$ cat src/logic/bqw_pkg.sv
package bqw_pkg;
  localparam int unsigned ADDR_W       = 32;
  localparam int unsigned AM_W         = 6;
  localparam int unsigned DATA_W       = 32;
  localparam int unsigned SYNC_STAGES  = 2;
  // default window of the on-board resource
  localparam logic [31:0] BASE_RESET   = 32'h0010_0000;
  localparam logic [31:0] MASK_RESET   = 32'hfff0_0000;
  localparam logic [5:0]  AM_RESET     = 6'h09;
  // cycles from strobes seen to write issue, kept small
  localparam int unsigned STORE_CYCLES = 1;
endpackage : bqw_pkg

$ cat src/logic/bqw_sync.sv
`timescale 1ns/1ps
`default_nettype none
module bqw_sync #(
  parameter int unsigned W = 1
) (
  // clock and reset
  input  wire logic         clk,
  input  wire logic         rst,
  // level in, level out
  input  wire logic [W-1:0] d,
  output var  logic [W-1:0] q
);
  logic [W-1:0] s1_reg;
  logic [W-1:0] s2_reg;

  always_ff @(posedge clk) begin
    if (rst) begin
      s1_reg <= '1;
      s2_reg <= '1;
    end else begin
      s1_reg <= d;
      s2_reg <= s1_reg;
    end
  end

  assign q = s2_reg;
endmodule : bqw_sync
`default_nettype wire

$ cat src/logic/bqw_slave.sv
`timescale 1ns/1ps
`default_nettype none
// Notes on behaviour
// - on AS low, slave decodes address, modifier, LWORD, IACK; selects if in range
// - WRITE low and both strobes low: slave captures all 32 data lines
// - after storing the word, slave drives DTACK low
// - slave releases DTACK only after DS0, DS1 high and either AS high or a pipelined AS pending
// - slave works correctly with pipelined cycles
// - slave latches address and qualifiers on falling edge of AS
// - new AS must not disturb address still needed by earlier cycle
module bqw_slave
  import bqw_pkg::*;
(
  // clock and reset
  input  wire logic                       MCLK,
  input  wire logic                       RESET,
  // address phase
  input  wire logic [bqw_pkg::ADDR_W-1:0] ADDR,
  input  wire logic [bqw_pkg::AM_W-1:0]   AM,
  input  wire logic                       LWORD_N,
  input  wire logic                       IACK_N,
  input  wire logic                       AS_N,
  // data phase
  input  wire logic                       WRITE_N,
  input  wire logic                       DS0_N,
  input  wire logic                       DS1_N,
  input  wire logic [bqw_pkg::DATA_W-1:0] DATA_IN,
  // acknowledge, open drain: low enable drives low
  output var  logic                       DTACK_O,
  output var  logic                       DTACK_OE_N,
  // selection window
  input  wire logic [bqw_pkg::ADDR_W-1:0] SEL_BASE,
  input  wire logic [bqw_pkg::ADDR_W-1:0] SEL_MASK,
  input  wire logic [bqw_pkg::AM_W-1:0]   SEL_AM,
  // on-board resource write port
  output var  logic                       WR_VALID,
  output var  logic [bqw_pkg::ADDR_W-1:0] WR_ADDR,
  output var  logic [bqw_pkg::AM_W-1:0]   WR_AM,
  output var  logic [bqw_pkg::DATA_W-1:0] WR_DATA,
  input  wire logic                       WR_READY,
  // status
  output var  logic                       BUSY
);
  import bqw_pkg::*;

  typedef enum logic [2:0] {
    BQW_IDLE, BQW_WAIT_DS, BQW_STORE, BQW_ACK, BQW_WAIT_REL
  } bqw_state_t;

  ////////////////////////////////////////////////////////////////////////////
  // synchronisers

  logic [3:0] strb_sync;
  logic       as_s;
  logic       ds0_s;
  logic       ds1_s;
  logic       wr_s;

  bqw_sync #(.W(4)) u_sync (
    .clk (MCLK),
    .rst (RESET),
    .d   ({AS_N, DS0_N, DS1_N, WRITE_N}),
    .q   (strb_sync)
  );

  assign {as_s, ds0_s, ds1_s, wr_s} = strb_sync;

  ////////////////////////////////////////////////////////////////////////////
  // address latch on falling AS

  logic                as_d_reg;
  logic                as_fall;
  logic [ADDR_W-1:0]   a_reg,   a_next;
  logic [AM_W-1:0]     am_reg,  am_next;
  logic                hit_reg, hit_next;
  logic                pend_reg, pend_next;
  logic                hit_now;

  assign as_fall = as_d_reg & ~as_s;

  // address lines are sampled one edge after AS is seen low; the master
  // holds them until a slave answers, which no slave does before that
  assign hit_now = ((ADDR & SEL_MASK) == (SEL_BASE & SEL_MASK))
                 && (AM == SEL_AM) && !LWORD_N && IACK_N;

  logic [ADDR_W-1:0] pa_reg, pa_next;
  logic [AM_W-1:0]   pam_reg, pam_next;
  logic              phit_reg, phit_next;

  bqw_state_t st_reg, st_next;

  always_comb begin
    a_next    = a_reg;
    am_next   = am_reg;
    hit_next  = hit_reg;
    pend_next = pend_reg;
    if (as_fall) begin
      // a pipelined address waits in the pending slot while the earlier
      // cycle still owns the latched copy
      if (st_reg == BQW_IDLE) begin
        a_next   = ADDR;
        am_next  = AM;
        hit_next = hit_now;
      end else begin
        pend_next = 1'b1;
      end
    end
    if (pend_reg && st_reg == BQW_IDLE) begin
      // a pending pipelined address is promoted on return to idle
      a_next    = pa_reg;
      am_next   = pam_reg;
      hit_next  = phit_reg;
      pend_next = 1'b0;
    end
  end

  always_comb begin
    pa_next   = pa_reg;
    pam_next  = pam_reg;
    phit_next = phit_reg;
    if (as_fall && st_reg != BQW_IDLE) begin
      pa_next   = ADDR;
      pam_next  = AM;
      phit_next = hit_now;
    end
  end

  ////////////////////////////////////////////////////////////////////////////
  // handshake

  logic [DATA_W-1:0] d_reg, d_next;
  logic              dtack_reg, dtack_next;
  logic              wv_reg, wv_next;

  always_comb begin
    st_next    = st_reg;
    d_next     = d_reg;
    dtack_next = dtack_reg;
    wv_next    = wv_reg;
    unique case (st_reg)
      BQW_IDLE: begin
        if (as_fall || pend_reg) begin
          st_next = BQW_WAIT_DS;
        end
      end
      BQW_WAIT_DS: begin
        if (as_s) begin
          st_next = BQW_IDLE;
        end else if (!hit_reg) begin
          // not ours: drop when AS rises
          st_next = BQW_WAIT_DS;
        end else if (!wr_s && !ds0_s && !ds1_s) begin
          d_next  = DATA_IN;
          wv_next = 1'b1;
          st_next = BQW_STORE;
        end
      end
      BQW_STORE: begin
        if (WR_READY) begin
          wv_next    = 1'b0;
          dtack_next = 1'b1;
          st_next    = BQW_ACK;
        end
      end
      BQW_ACK: begin
        if (ds0_s && ds1_s) begin
          st_next = BQW_WAIT_REL;
        end
      end
      BQW_WAIT_REL: begin
        // AS may already be low again for the next cycle
        if (ds0_s && ds1_s && (as_s || pend_reg)) begin
          dtack_next = 1'b0;
          st_next    = BQW_IDLE;
        end
      end
    endcase
  end

  always_ff @(posedge MCLK) begin
    if (RESET) begin
      st_reg    <= BQW_IDLE;
      as_d_reg  <= 1'b1;
      a_reg     <= '0;
      am_reg    <= '0;
      hit_reg   <= 1'b0;
      pend_reg  <= 1'b0;
      pa_reg    <= '0;
      pam_reg   <= '0;
      phit_reg  <= 1'b0;
      d_reg     <= '0;
      dtack_reg <= 1'b0;
      wv_reg    <= 1'b0;
    end else begin
      st_reg    <= st_next;
      as_d_reg  <= as_s;
      a_reg     <= a_next;
      am_reg    <= am_next;
      hit_reg   <= hit_next;
      pend_reg  <= pend_next;
      pa_reg    <= pa_next;
      pam_reg   <= pam_next;
      phit_reg  <= phit_next;
      d_reg     <= d_next;
      dtack_reg <= dtack_next;
      wv_reg    <= wv_next;
    end
  end

  ////////////////////////////////////////////////////////////////////////////
  // outputs

  assign DTACK_O    = 1'b0;
  assign DTACK_OE_N = ~dtack_reg;
  assign WR_VALID   = wv_reg;
  assign WR_ADDR    = a_reg;
  assign WR_AM      = am_reg;
  assign WR_DATA    = d_reg;
  assign BUSY       = (st_reg != BQW_IDLE);
endmodule : bqw_slave
`default_nettype wire

$ cat config.mk
export PLATFORM = sky130hd
export DESIGN_NAME = bqw_slave
export DESIGN_NICKNAME = d
export VERILOG_FILES = /design/src/logic/bqw_pkg.sv /design/src/logic/bqw_sync.sv /design/src/logic/bqw_slave.sv
export SDC_FILE = /design/constraint.sdc
export NUM_CORES = 1
export LEC_CHECK = 0
export ABC_CLOCK_PERIOD_IN_PS = 4300
export BUFFER_PORTS_ARGS = -buffer_cell sky130_fd_sc_hd__buf_2
export CAP_MARGIN = 0
export CORE_MARGIN = 3
export CORE_UTILIZATION = 50
export CTS_CLUSTER_SIZE = 40
export DETAILED_ROUTE_END_ITERATION = 8
export PLACE_DENSITY = 0.82
export SYNTH_ARGS = -nofsm -noshare
export SYNTH_HDL_FRONTEND = slang
export SYNTH_HIERARCHICAL = 1
export SYNTH_SLANG_ARGS = --single-unit
$ cat constraint.sdc
create_clock -name MCLK -period 4.3 [get_ports MCLK]
set_clock_uncertainty 0.05 [all_clocks]
set_input_delay 0.645 -clock MCLK [delete_from_list [all_inputs] [get_ports MCLK]]
set_output_delay 0.645 -clock MCLK [all_outputs]
set_load 0.02 [all_outputs]
======== Word level (Yosys, flattened, before mapping) ========
Cells that the tools add are included.
storage, ports and cells
  bits in registers ....................... 125
  bits of input ports ..................... 149
  output and inout bits ................... 74
operators by class
  equal/unequal tests ..................... 14
  muxes and demuxes ....................... 25
  bitwise logic cells ..................... 6
  reduce and logical (&&, ||, !) cells .... 28
operators by type and width
  operator            count
  $mux 32             3
  $and 32x32->32      2
  $eq 32x32->1        1
  $mux 3              7
  $mux 6              3
  $pmux 3 s5          1
  $ne 2x2->1 const B  6
  $reduce_and 5->1    2
  $logic_and 1x1->1   9
  $mux 1              9
  $reduce_bool 2->1   4
  $eq 3x2->1 const B  2
  $eq 6x6->1          1
  $logic_not 1->1     4
  $ne 4x3->1 const B  1
  $pmux 1 s2          2
  $reduce_and 2->1    2
  $reduce_and 4->1    1
  $eq 3x1->1 const B  1
  $eq 3x3->1 const B  1
  $logic_not 3->1     1
  $not 1->1           3
  $reduce_and 3->1    1
  $reduce_bool 3->1   1
  other kinds (4)     5

======== Logic depth before layout (Yosys ltp) ========
Gate-level depths: netlist of the first run.
  depth in word-level cells ............... 8
  depth in mapped cells ................... 8

======== By module ========
The synthesis of the first run kept the hierarchy.
by module, submodules not included
  module     instances  cells each  area each (µm²)  seq. area each (µm²)
  bqw_slave  1          593         5,325.1          2,342.2
  bqw_sync   1          16          210.2            160.2

======== Least setup slack after synthesis of the first run ========
No wires, ideal clock.
  path kind ............................... input port to flip-flop
  start point ............................. input ADDR[5] (netlist name)
  end point ............................... register hit_reg
  setup time .............................. 0.084 ns
  data arrival time ....................... 1.574 ns
  required time ........................... 4.166 ns
  path slack .............................. 2.592 ns
  cell stages on the path ................. 5
  buffers on the path ..................... 0
  cells stage by stage .................... xor2_1 a22o_1 a221oi_1 nand4_1 o31ai_2
between the ends
  longest elaborated chain between the ends .. 8
ends and longest elaborated chain
  what                            line              text
  from (decl)                     bqw_slave.sv:18   input wire logic [bqw_pkg::ADDR_W-1:0] ADDR,
  $and 32x32->32                  bqw_slave.sv:83   assign hit_now = ((ADDR & SEL_MASK) == (SEL_BASE & SEL_MASK))
  $eq 32x32->1                    bqw_slave.sv:83
  $logic_and 1x1->1 (3 in a row)  bqw_slave.sv:84   && (AM == SEL_AM) && !LWORD_N && IACK_N;
  $mux 1                          bqw_slave.sv:100  if (st_reg == BQW_IDLE) begin
  $mux 1                          bqw_slave.sv:97   if (as_fall) begin
  $mux 1                          bqw_slave.sv:108  if (pend_reg && st_reg == BQW_IDLE) begin
  to (signal assigned)            bqw_slave.sv:199  hit_reg <= hit_next;
  to (decl)                       bqw_slave.sv:75   logic hit_reg, hit_next;
No other way between the ends. The select of a mux whose other input is x is not followed.
A chain may end at the register's enable or synchronous reset.

======== Worst setup path after layout of the first run ========
  start point ............................. register st_reg[1]
  end point ............................... register a_reg[12], in the netlist WR_ADDR[12]
between the ends
  longest elaborated chain between the ends .. 4
ends and longest elaborated chain
  what                         line                                text
  from (decl)                  bqw_slave.sv:90                     bqw_state_t st_reg, st_next;
  from (signal assigned)       bqw_slave.sv:195                    st_reg <= st_next;
  $logic_not 3->1 (*)          bqw_slave.sv:100, bqw_slave.sv:108
  $logic_and 1x1->1            bqw_slave.sv:108
  $reduce_bool 2->1 (no line)  n/a
  $reduce_and 2->1 (no line)   n/a
  to (signal assigned)         bqw_slave.sv:197                    a_reg <= a_next;
  to (decl)                    bqw_slave.sv:73                     logic [ADDR_W-1:0] a_reg, a_next;
Every way passes the cells marked *; elsewhere a longest branch is shown, timed or not.

==> results of run 1 <==
[stage by stage]
stage	hold slack, ns	setup slack, ns	cell area (µm²)	util	std cells
finish	0.273	1.99	7110	0.673	958
global route	0.247	1.77	7110	0.673	958
CTS	0.248	2.00	7110	0.673	958
detailed placement	0.345	1.91	6550	0.621	926
global placement	0.343	1.91	6550	0.621	926
floorplan	0.333	2.59	5540	-	609
[worst paths after layout]
kind,slack [ns],depth (start not counted),to,from
setup / recovery,1.99,5,WR_ADDR[12]$_SDFFE_PP0P_,st_reg[1]$_SDFFE_PP0P_
hold / removal,0.27,2,u_sync/s1_reg[2]$_SDFF_PP1_,DS0_N
setup reg to reg,1.99,5,WR_ADDR[12]$_SDFFE_PP0P_,st_reg[1]$_SDFFE_PP0P_
hold reg to reg,0.36,1,u_sync/q[0]$_SDFF_PP1_,u_sync/s1_reg[0]$_SDFF_PP1_
[worst max-delay path, stage by stage, from the launching register on]
cell	delay, ns
dfxtp_1	0.41
nor3_4	0.26
inv_2	0.12
nor2_8	0.92
nor2_1	0.15
a211oi_2	0.27
[final cells by class]
cell class / instances / area (µm²) / share of cell area
Sequential cell: 125 / 2500 / 0.352
Clock buffer: 17 / 414 / 0.0583
Tap cell: 136 / 170 / 0.0239
Multi-Input combinational cell: 436 / 2720 / 0.383
Timing Repair Buffer: 226 / 1150 / 0.161
Clock inverter: 15 / 141 / 0.0199
Inverter: 3 / 11.3 / 0.00158
[power by group through the flow]
stage	Clock [W]	Combinational, W	Sequential [W]
final	0.00131	0.000286	0.00120
after global placement	0	0.000276	0.00122
after floorplan	0	0.000135	0.00125
after global routing	0.00139	0.000312	0.00120
after CTS	0.00133	0.000287	0.00120
after detailed placement	0	0.000285	0.00122
[per-layer routing]
| metal | GRT usage | routed length, µm | vias up |
|---|---|---|---|
| met5 | 0 | 0 | - |
| met4 | 0.0908 | 314 | 0 |
| met3 | 0.0606 | 876 | 22 |
| met2 | 0.419 | 7810 | 152 |
| met1 | 0.282 | 6010 | 2349 |
| li1 | - | - | 2473 |
[cells in the final DEF (no fill, tap or decap), types with 2 or more instances in the layout]
master | Yosys | final
a211oi_2 | 32 | 32
mux2i_1 | 39 | 39
buf_4 | 4 | 6
inv_6 | 0 | 4
nor3b_1 | 2 | 2
clkinvlp_4 | 0 | 3
a22o_1 | 6 | 6
a211oi_1 | 6 | 6
nand4_1 | 4 | 4
o21ai_0 | 4 | 4
nor2_1 | 46 | 46
or2_1 | 8 | 8
clkbuf_16 | 0 | 16
xor2_1 | 32 | 32
a21oi_1 | 74 | 74
a221oi_1 | 5 | 5
inv_1 | 2 | 2
a22oi_1 | 4 | 4
nand2_1 | 142 | 142
dfxtp_1 | 125 | 124
nand3_1 | 2 | 2
clkinv_2 | 0 | 2
nand3b_1 | 2 | 2
clkinv_4 | 0 | 5
buf_2 | 16 | 220
xnor2_1 | 6 | 6
o31ai_1 | 3 | 3
[cells in the mapped netlist, types with 2 or more instances]
cell type | number | area [µm²]
nor2_1 | 46 | 173
a211oi_2 | 32 | 400
nand3_1 | 2 | 10.0
a221oi_1 | 5 | 43.8
a22o_1 | 6 | 52.6
nand2_1 | 142 | 533
or2_1 | 8 | 50.1
nand3b_1 | 2 | 15.0
a22oi_1 | 4 | 30.0
buf_4 | 4 | 30.0
clkbuf_1 | 11 | 41.3
a211oi_1 | 6 | 45.0
xor2_1 | 32 | 280
xnor2_1 | 6 | 52.6
a21oi_1 | 74 | 370
o21ai_0 | 4 | 20.0
nor3b_1 | 2 | 15.0
mux2i_1 | 39 | 390
inv_1 | 2 | 7.51
nand4_1 | 4 | 25.0
o31ai_1 | 3 | 22.5
dfxtp_1 | 125 | 2500
buf_6 | 13 | 146
buf_2 | 16 | 80.1
[cell families (layout without fill, tap and decap cells)]
family	Yosys count	in the layout	synth area share
compound gates	140	140	0.189
xor+xnor	38	38	0.0601
buf+inv	48	261	0.0565
simple gates	218	218	0.172
other cells	1	1	0.000677
flops	125	125	0.452
mux	39	39	0.0705
==> results, run 1 <==
- Summing every instance area after synthesis gives 5540 µm².
- The analysis attributes to net switching a power of 0.000713 W.
- The number of violations of the max-capacitance limit is 0.
- The leakage power total is 2.90 nW.
- The number of antenna violations at the first check in global routing is 0.
- Cell internal power was estimated by the tool at 0.00208 W.
- The clock group share of total power is 0.469.
- The floorplan has 37 rows.
- The count of buffers inserted at the top-level ports is 221.
- Buffers added to address setup during post-CTS repair amount to 0.
- The number of setup violations in the final report is 0.
- Yosys mapped the design onto 45 distinct sky130hd cell types.
- The CTS tree is done.
- Of the total power, the share spent switching nets is 0.255.
- The number of nets in the layout is 958.
- The via density per instance is 5.22.
- The total power density per cell area is 393 nW/µm².
- Synthesis produced a netlist with a net count of 758.
- The part of the power in combinational logic is 0.102.
- The type of the worst setup path is flop to flop.
- Counting every instance in the synthesized netlist gives 609.
- For this design the top-level I/O count stands at 223.
- The number of global-route vias before repair is 5038.
- Counting along the longest clock path gives a buffer depth of 2.
- Entering global routing, the biggest net connects 83 pins.
- After clock tree synthesis, the repair step resized 0 gates.
- The area growth from synthesis to layout is 28.4%.
- The total number of clock tree sinks is 125.
- The fill cell instance count of the final layout is 846.
- The kind of end point of the critical path is a flop.
- In the synthesized netlist the dominant register cell turns out to be dfxtp_1.
- The wire-length estimate of the detail-placed layout is 10.8 mm.
- In the finished design, the share of the clock period the worst path needs comes to 0.538.
- The hold-fix buffer count after cts is 0.
- The root buffer cell is clkbuf_8.
- The detailed router finished its first iteration with 385 violations.
- The placeable core region is 10600 µm².
- The sum of routed wire length over all layers is 15.0 mm.
- In the final routed layout, each cell accounts on average for 15.7 µm.
- The max-slew violation count came to 0.
- Of the cells placed in the final design, the portion with a size suffix greater than 1 is 0.365.
- For this run, the register share of the synthesized area comes to 0.452.
- The total overflow left after global routing is 0.
- The detail route stage leaves a number of antenna-violating nets equal to 0.
- The number of detailed-routing iterations run before antenna repair is 4.
- The setup total negative slack is 0 ns.
- The initial core utilization is 0.524.
- From left edge to right edge, the die measures 111 µm.
- The register bit count reported by yosys is 125.
- The share of total power dissipated in sequential elements is 0.429.
- Setup repair after global routing left no endpoint under its margin.
- Clock latency on the worst-skew pair, taken at its later pin, is 0.50 ns.
- The weighted congestion at the end of routability-driven global placement is 0.894.
- The number of failing hold endpoints at the final stage was 0.
- The number of antenna diodes is 0.
- The flow ran to the end, and the final reports show no timing, DRC or antenna violations.
- In this run the tightest slew margin relative to its limit is 0.200.
- Data on the critical path is required at its endpoint by 4.67 ns.
- The synthesized area per cell is 9.09 µm².
- The die height is 111 µm.
- STA classifies the critical path startpoint as a flop.
- The full die area is 12400 µm².
- The slew at the pin closest to its max-slew limit is 1.20 ns.
- The worst hold path belongs to the class primary input to flop.
- The worst IR drop on VDD is 0.274 mV.
- The final route contains 4996 vias.
- The global-route usage over all layers is 0.240.
- After synthesis, the share of flip-flops with an asynchronous set or reset is 0.
- Static timing analysis puts the maximum clock frequency at 0.433 GHz.
- The number of warning messages in the yosys log is 6.
- The DRC violation count after routing is 0.
- In this run the worst path has a maximum fanout of 77.
- The clock transition at the register clock pins on the worst setup and hold paths after CTS is 0.06 ns.
- Counting flops with a built-in enable in the synthesized netlist gives 0.
- The number of buffers inserted during clock tree synthesis is 17.
- The endpoint arrival time on the critical path is 2.68 ns.
- The sum of internal, switching and leakage power is 0.00280 W.
- The first-pass GRT wire length is 24.3 mm.
- The maximum level of the CTS H-tree is 4.
- For the finished layout, the period the worst path requires is 2.31 ns.
Note: power is estimated with default switching activity, not from simulation.
==> run 2: changes to the inputs <==
--- a/config.mk
+++ b/config.mk
@@ -5,14 +5,15 @@
 export SDC_FILE = /design/constraint.sdc
 export NUM_CORES = 1
 export LEC_CHECK = 0
-export ABC_CLOCK_PERIOD_IN_PS = 4300
+export ABC_AREA = 1
+export ABC_CLOCK_PERIOD_IN_PS = 1900
 export BUFFER_PORTS_ARGS = -buffer_cell sky130_fd_sc_hd__buf_2
 export CAP_MARGIN = 0
 export CORE_MARGIN = 3
-export CORE_UTILIZATION = 50
+export CORE_UTILIZATION = 44
 export CTS_CLUSTER_SIZE = 40
 export DETAILED_ROUTE_END_ITERATION = 8
-export PLACE_DENSITY = 0.82
+export PLACE_DENSITY = 0.76
 export SYNTH_ARGS = -nofsm -noshare
 export SYNTH_HDL_FRONTEND = slang
 export SYNTH_HIERARCHICAL = 1
==> constraint.sdc (replaced) <==
create_clock -name MCLK -period 1.9 [get_ports MCLK]
set_clock_uncertainty 0.05 [all_clocks]
set_input_delay 0.285 -clock MCLK [delete_from_list [all_inputs] [get_ports MCLK]]
set_output_delay 0.285 -clock MCLK [all_outputs]
set_load 0.02 [all_outputs]
==> run 2 against run 1 <==
Against the previous run:
- flip-flop and latch count unchanged
- die area increased by 17%
- power increased to 2.6 times the previous value
- sequential share of layout area decreased by 2.1 points
- routed wire length increased by 2.1%
- area after synthesis increased by 4.3%
- clock power increased by 120%
- cell count increased by 24%
- critical endpoint is now WR_AM[1]$_SDFFE_PP0P_
- largest cell class unchanged
==> results, run 2 <==
- The flow ran to the end, and the final reports show no timing, DRC or antenna violations.
- The kind of end point of the critical path is a flop.
- Once the clock tree was built, the setup fixing pass inserted 0 buffers.
- At the worst endpoint, the required time is 2.19 ns.
- The count of pins on the block boundary is 223.
- After detailed routing, the average wire length per cell comes to 12.9 µm.
- The number of detailed-routing iterations run before antenna repair is 6.
- The number of antenna diodes is 0.
- The normalized max-slew margin is 0.501.
- Buffers inserted during clock tree synthesis total 17.
- The number of warning messages in the yosys log is 6.
- The count of standard-cell rows is 41.
- After synthesis, the mean cell area works out to 7.26 µm².
- The die covers 14500 µm².
- After global routing the overflow that remains totals 0.
- The area occupied by multi-input gates is 2630 µm².
- The area fraction of the dominant cell type after synthesis is 0.434.
- At the end of the flow, the number of nets in the layout was 1155.
- Summing all placed instances gives a cell area of 6960 µm².
- The horizontal die dimension is 121 µm.
- After detailed routing, the total wire length is 15.3 mm.
- The largest fanout of any net on the critical path is 38.
- Buffers placed on the I/O ports in this run total 221.
- The total via count after detailed routing is 5754.
- The post-synthesis cell type count is 31.
- Relative to the synthesized area, the layout overhead comes to 30.8%.
- The synthesized design spends more area on one cell type than any other, namely dfxtp_1.
- nand2_1 is the most common cell in the netlist.
- At the worst endpoint, the arrival time is 2.01 ns.
- The count of flip-flops with a built-in enable after synthesis is 0.
- The library cell used most frequently in the layout, excluding fill and tap cells, is buf_2.
- For this run, the total global-route usage over all layers was measured as 0.210.
- The final clock period utilization by the worst path is 0.905.
- The largest stage delay on the critical path is 0.54 ns.
- The clock latency on the worst-skew pair is 0.41 ns.
- The tree is rooted in a clkbuf_16.
- Max-cap violations in this run came to 0.
- The first routing iteration left 270 violations.
- The filler cells instantiated in the layout total 1260.
- The setup total negative slack is 0 ns.
- The estimated wirelength of the detail-placed design is 11.0 mm.
- In the post-synthesis netlist, the biggest area contributors are dfxtp_1 43%, nand2_1 12%, a21oi_1 6.8%, o211ai_2 6.3%, nor2_1 6.2%.
- The number of global-route vias before repair is 5322.
- The library cells used most frequently in the layout, excluding fill and tap cells, are 221 x buf_2, 184 x nand2_1, 125 x dfxtp_1, 96 x nor2_1, 90 x inv_1.
- The area taken by flip-flops and latches is 2500 µm².
- The cell area after technology mapping is 5770 µm².
- The number of failing hold endpoints at the final stage is 0.
- Setup repair after global routing left no endpoint under its margin.
- In the routed layout, each cell is associated on average with a via count of 4.83.
- The first-pass GRT wire length is 24.5 mm.
- The worst path buffer plus inverter count is 1.
- The detailed router used layers up to and including met5.
- The maximum number of pins on one net before global-route repair is 79.
- At the pin with the least slew margin, the transition time is 0.748 ns.
- STA classifies the critical path startpoint as a flop.
- The area of all placed cells without fillers is 7550 µm².
- The setup path with the least slack is of type flop to flop.
- The maximum count of clock buffers along a single path is 2.
- The max-slew violation count is 0.
- The DRC violation count after routing is 0.
- At the end of routability-driven placement, the weighted congestion stood at 0.814.
- The leakage power total is 3.82 nW.
- The initial utilization of the core area, before any placement, comes to 0.454.
- Synthesis produced 795 cells.
- The placeable core region is 12700 µm².
- For the finished layout, the period the worst path requires is 1.72 ns.
- The highest achievable clock rate is 0.581 GHz.
- Of the synthesized area, sequential elements account for 0.434.
- The routed length on met1 is 6.75 mm.
- The remaining number of nets flagged by the antenna check after routing is 0.
- After synthesis, the most frequently instantiated cells are 184 x nand2_1, 125 x dfxtp_1, 96 x nor2_1, 91 x inv_1, 78 x a21oi_1.
- The primary flip-flop cell chosen by synthesis mapping is dfxtp_1.
- The share of flip-flops with an asynchronous set or reset after synthesis is 0.
- The worst min-delay path category is primary input to flop.
- The total power density per cell area is 971 nW/µm².
- The critical path goes through nor2_1, nor2_4, nor2_4, inv_2, nand2_1, a21oi_2.
- The most frequent cell on the critical path is nor2_4.
- The cell family with the largest share of critical-path delay is buffers and inverters.
- The met3 routed wirelength is 1.15 mm.
- The total number of clock tree sinks is 125.
- The slowest stage of the critical path is the inv_2 cell.
- In this run, synthesis produced a sequential element count of 125.
- TritonCTS built the clock tree.
- The die height is 121 µm.
- The worst IR drop on VDD is 0.633 mV.
- Of the cells placed in the final design, the portion with a size suffix greater than 1 is 0.308.
- The clock tree synthesis step divided the H-tree into 4 levels.
- The number of nets produced by synthesis is 944.
- The number of antenna violations at the first check in global routing is 1.
- Clock-pin slew was measured on the worst setup and hold paths at 0.05 ns.
- The met2 layer wire length in the routed design is 7.15 mm.
- The number of setup violations in the final report is 0.
## run 2: changes by cell type after synthesis, sizes merged, moves of 32 or more
| cell | previous run | this run |
|---|---|---|
| inv | 3 | 97 |
| o21ai | 5 | 80 |
| nor2 | 48 | 99 |
| nand2 | 142 | 187 |
| mux2i | 39 | 0 |
| a211oi | 38 | 0 |
| o211ai | 1 | 38 |
| xor2 | 32 | 0 |
## run 2: final cells by class
| cell class | count | share of cell area |
|---|---|---|
| clock buffer | 19 | 0.0587 |
| multi-input combinational | 529 | 0.348 |
| tap | 172 | 0.0285 |
| clock inverter | 13 | 0.0133 |
| sequential | 125 | 0.332 |
| timing repair buffer | 236 | 0.171 |
| inverter | 97 | 0.0486 |
## run 2: what timing repair did
item	in CTS	in global routing
hold endpoints to repair	4	0
gates resized for setup	0	1
hold buffers	4	0
endpoints found under the setup margin	0	3
## run 2: path summary, 6_finish.rpt
check	from	endpoint	slack, ns	cells past startpoint
worst max-delay path	u_sync/q[3]$_SDFF_PP1_	WR_AM[1]$_SDFFE_PP0P_	0.18	6
worst min-delay path	DATA_IN[29]	WR_DATA[29]$_SDFFE_PP0P_	0.08	3
worst max register to register	u_sync/q[3]$_SDFF_PP1_	WR_AM[1]$_SDFFE_PP0P_	0.18	6
worst min register to register	u_sync/s1_reg[2]$_SDFF_PP1_	u_sync/q[2]$_SDFF_PP1_	0.36	2
## run 2: kinds of logic (layout without fill, tap and decap cells)
kind of cell / count (synthesis) / in the layout / share of synthesized area
flops: 125 / 125 / 0.434
other cells: 1 / 1 / 0.000650
buf+inv: 141 / 365 / 0.112
compound gates: 203 / 203 / 0.222
simple gates: 325 / 325 / 0.232
## run 2: through the flow
| stage | cells | setup slack, ns | utilization | hold slack [ns] | total power, W |
|---|---|---|---|---|---|
| after floorplan | 795 | 0.504 | - | 0.320 | 0.00398 |
| after global placement | 1155 | 0.226 | 0.547 | 0.344 | 0.00441 |
| after detailed placement | 1155 | 0.161 | 0.547 | 0.346 | 0.00444 |
| after CTS | 1191 | 0.152 | 0.593 | 0.0606 | 0.00741 |
| after global routing | 1191 | 0.0376 | 0.593 | 0.0843 | 0.00771 |
| final | 1191 | 0.180 | 0.593 | 0.0774 | 0.00733 |
## run 2: per-layer routing
layer / vias up / global-route usage
li1: 2982 / -
met1: 2555 / 0.257
met2: 189 / 0.351
met3: 26 / 0.0613
met4: 2 / 0.0751
met5: - / 0
## run 2: where the power goes
group	internal, W	switching, W
registers	0.00283	0.000123
logic	0.000532	0.000910
clock network	0.00181	0.00113
## run 2: worst reg2reg max path, cell delays in order (launching register included)
cell     delay [ns]
dfxtp_1        0.41
nor2_1         0.12
nor2_4         0.13
nor2_4         0.05
inv_2          0.54
nand2_1        0.18
a21oi_2        0.16
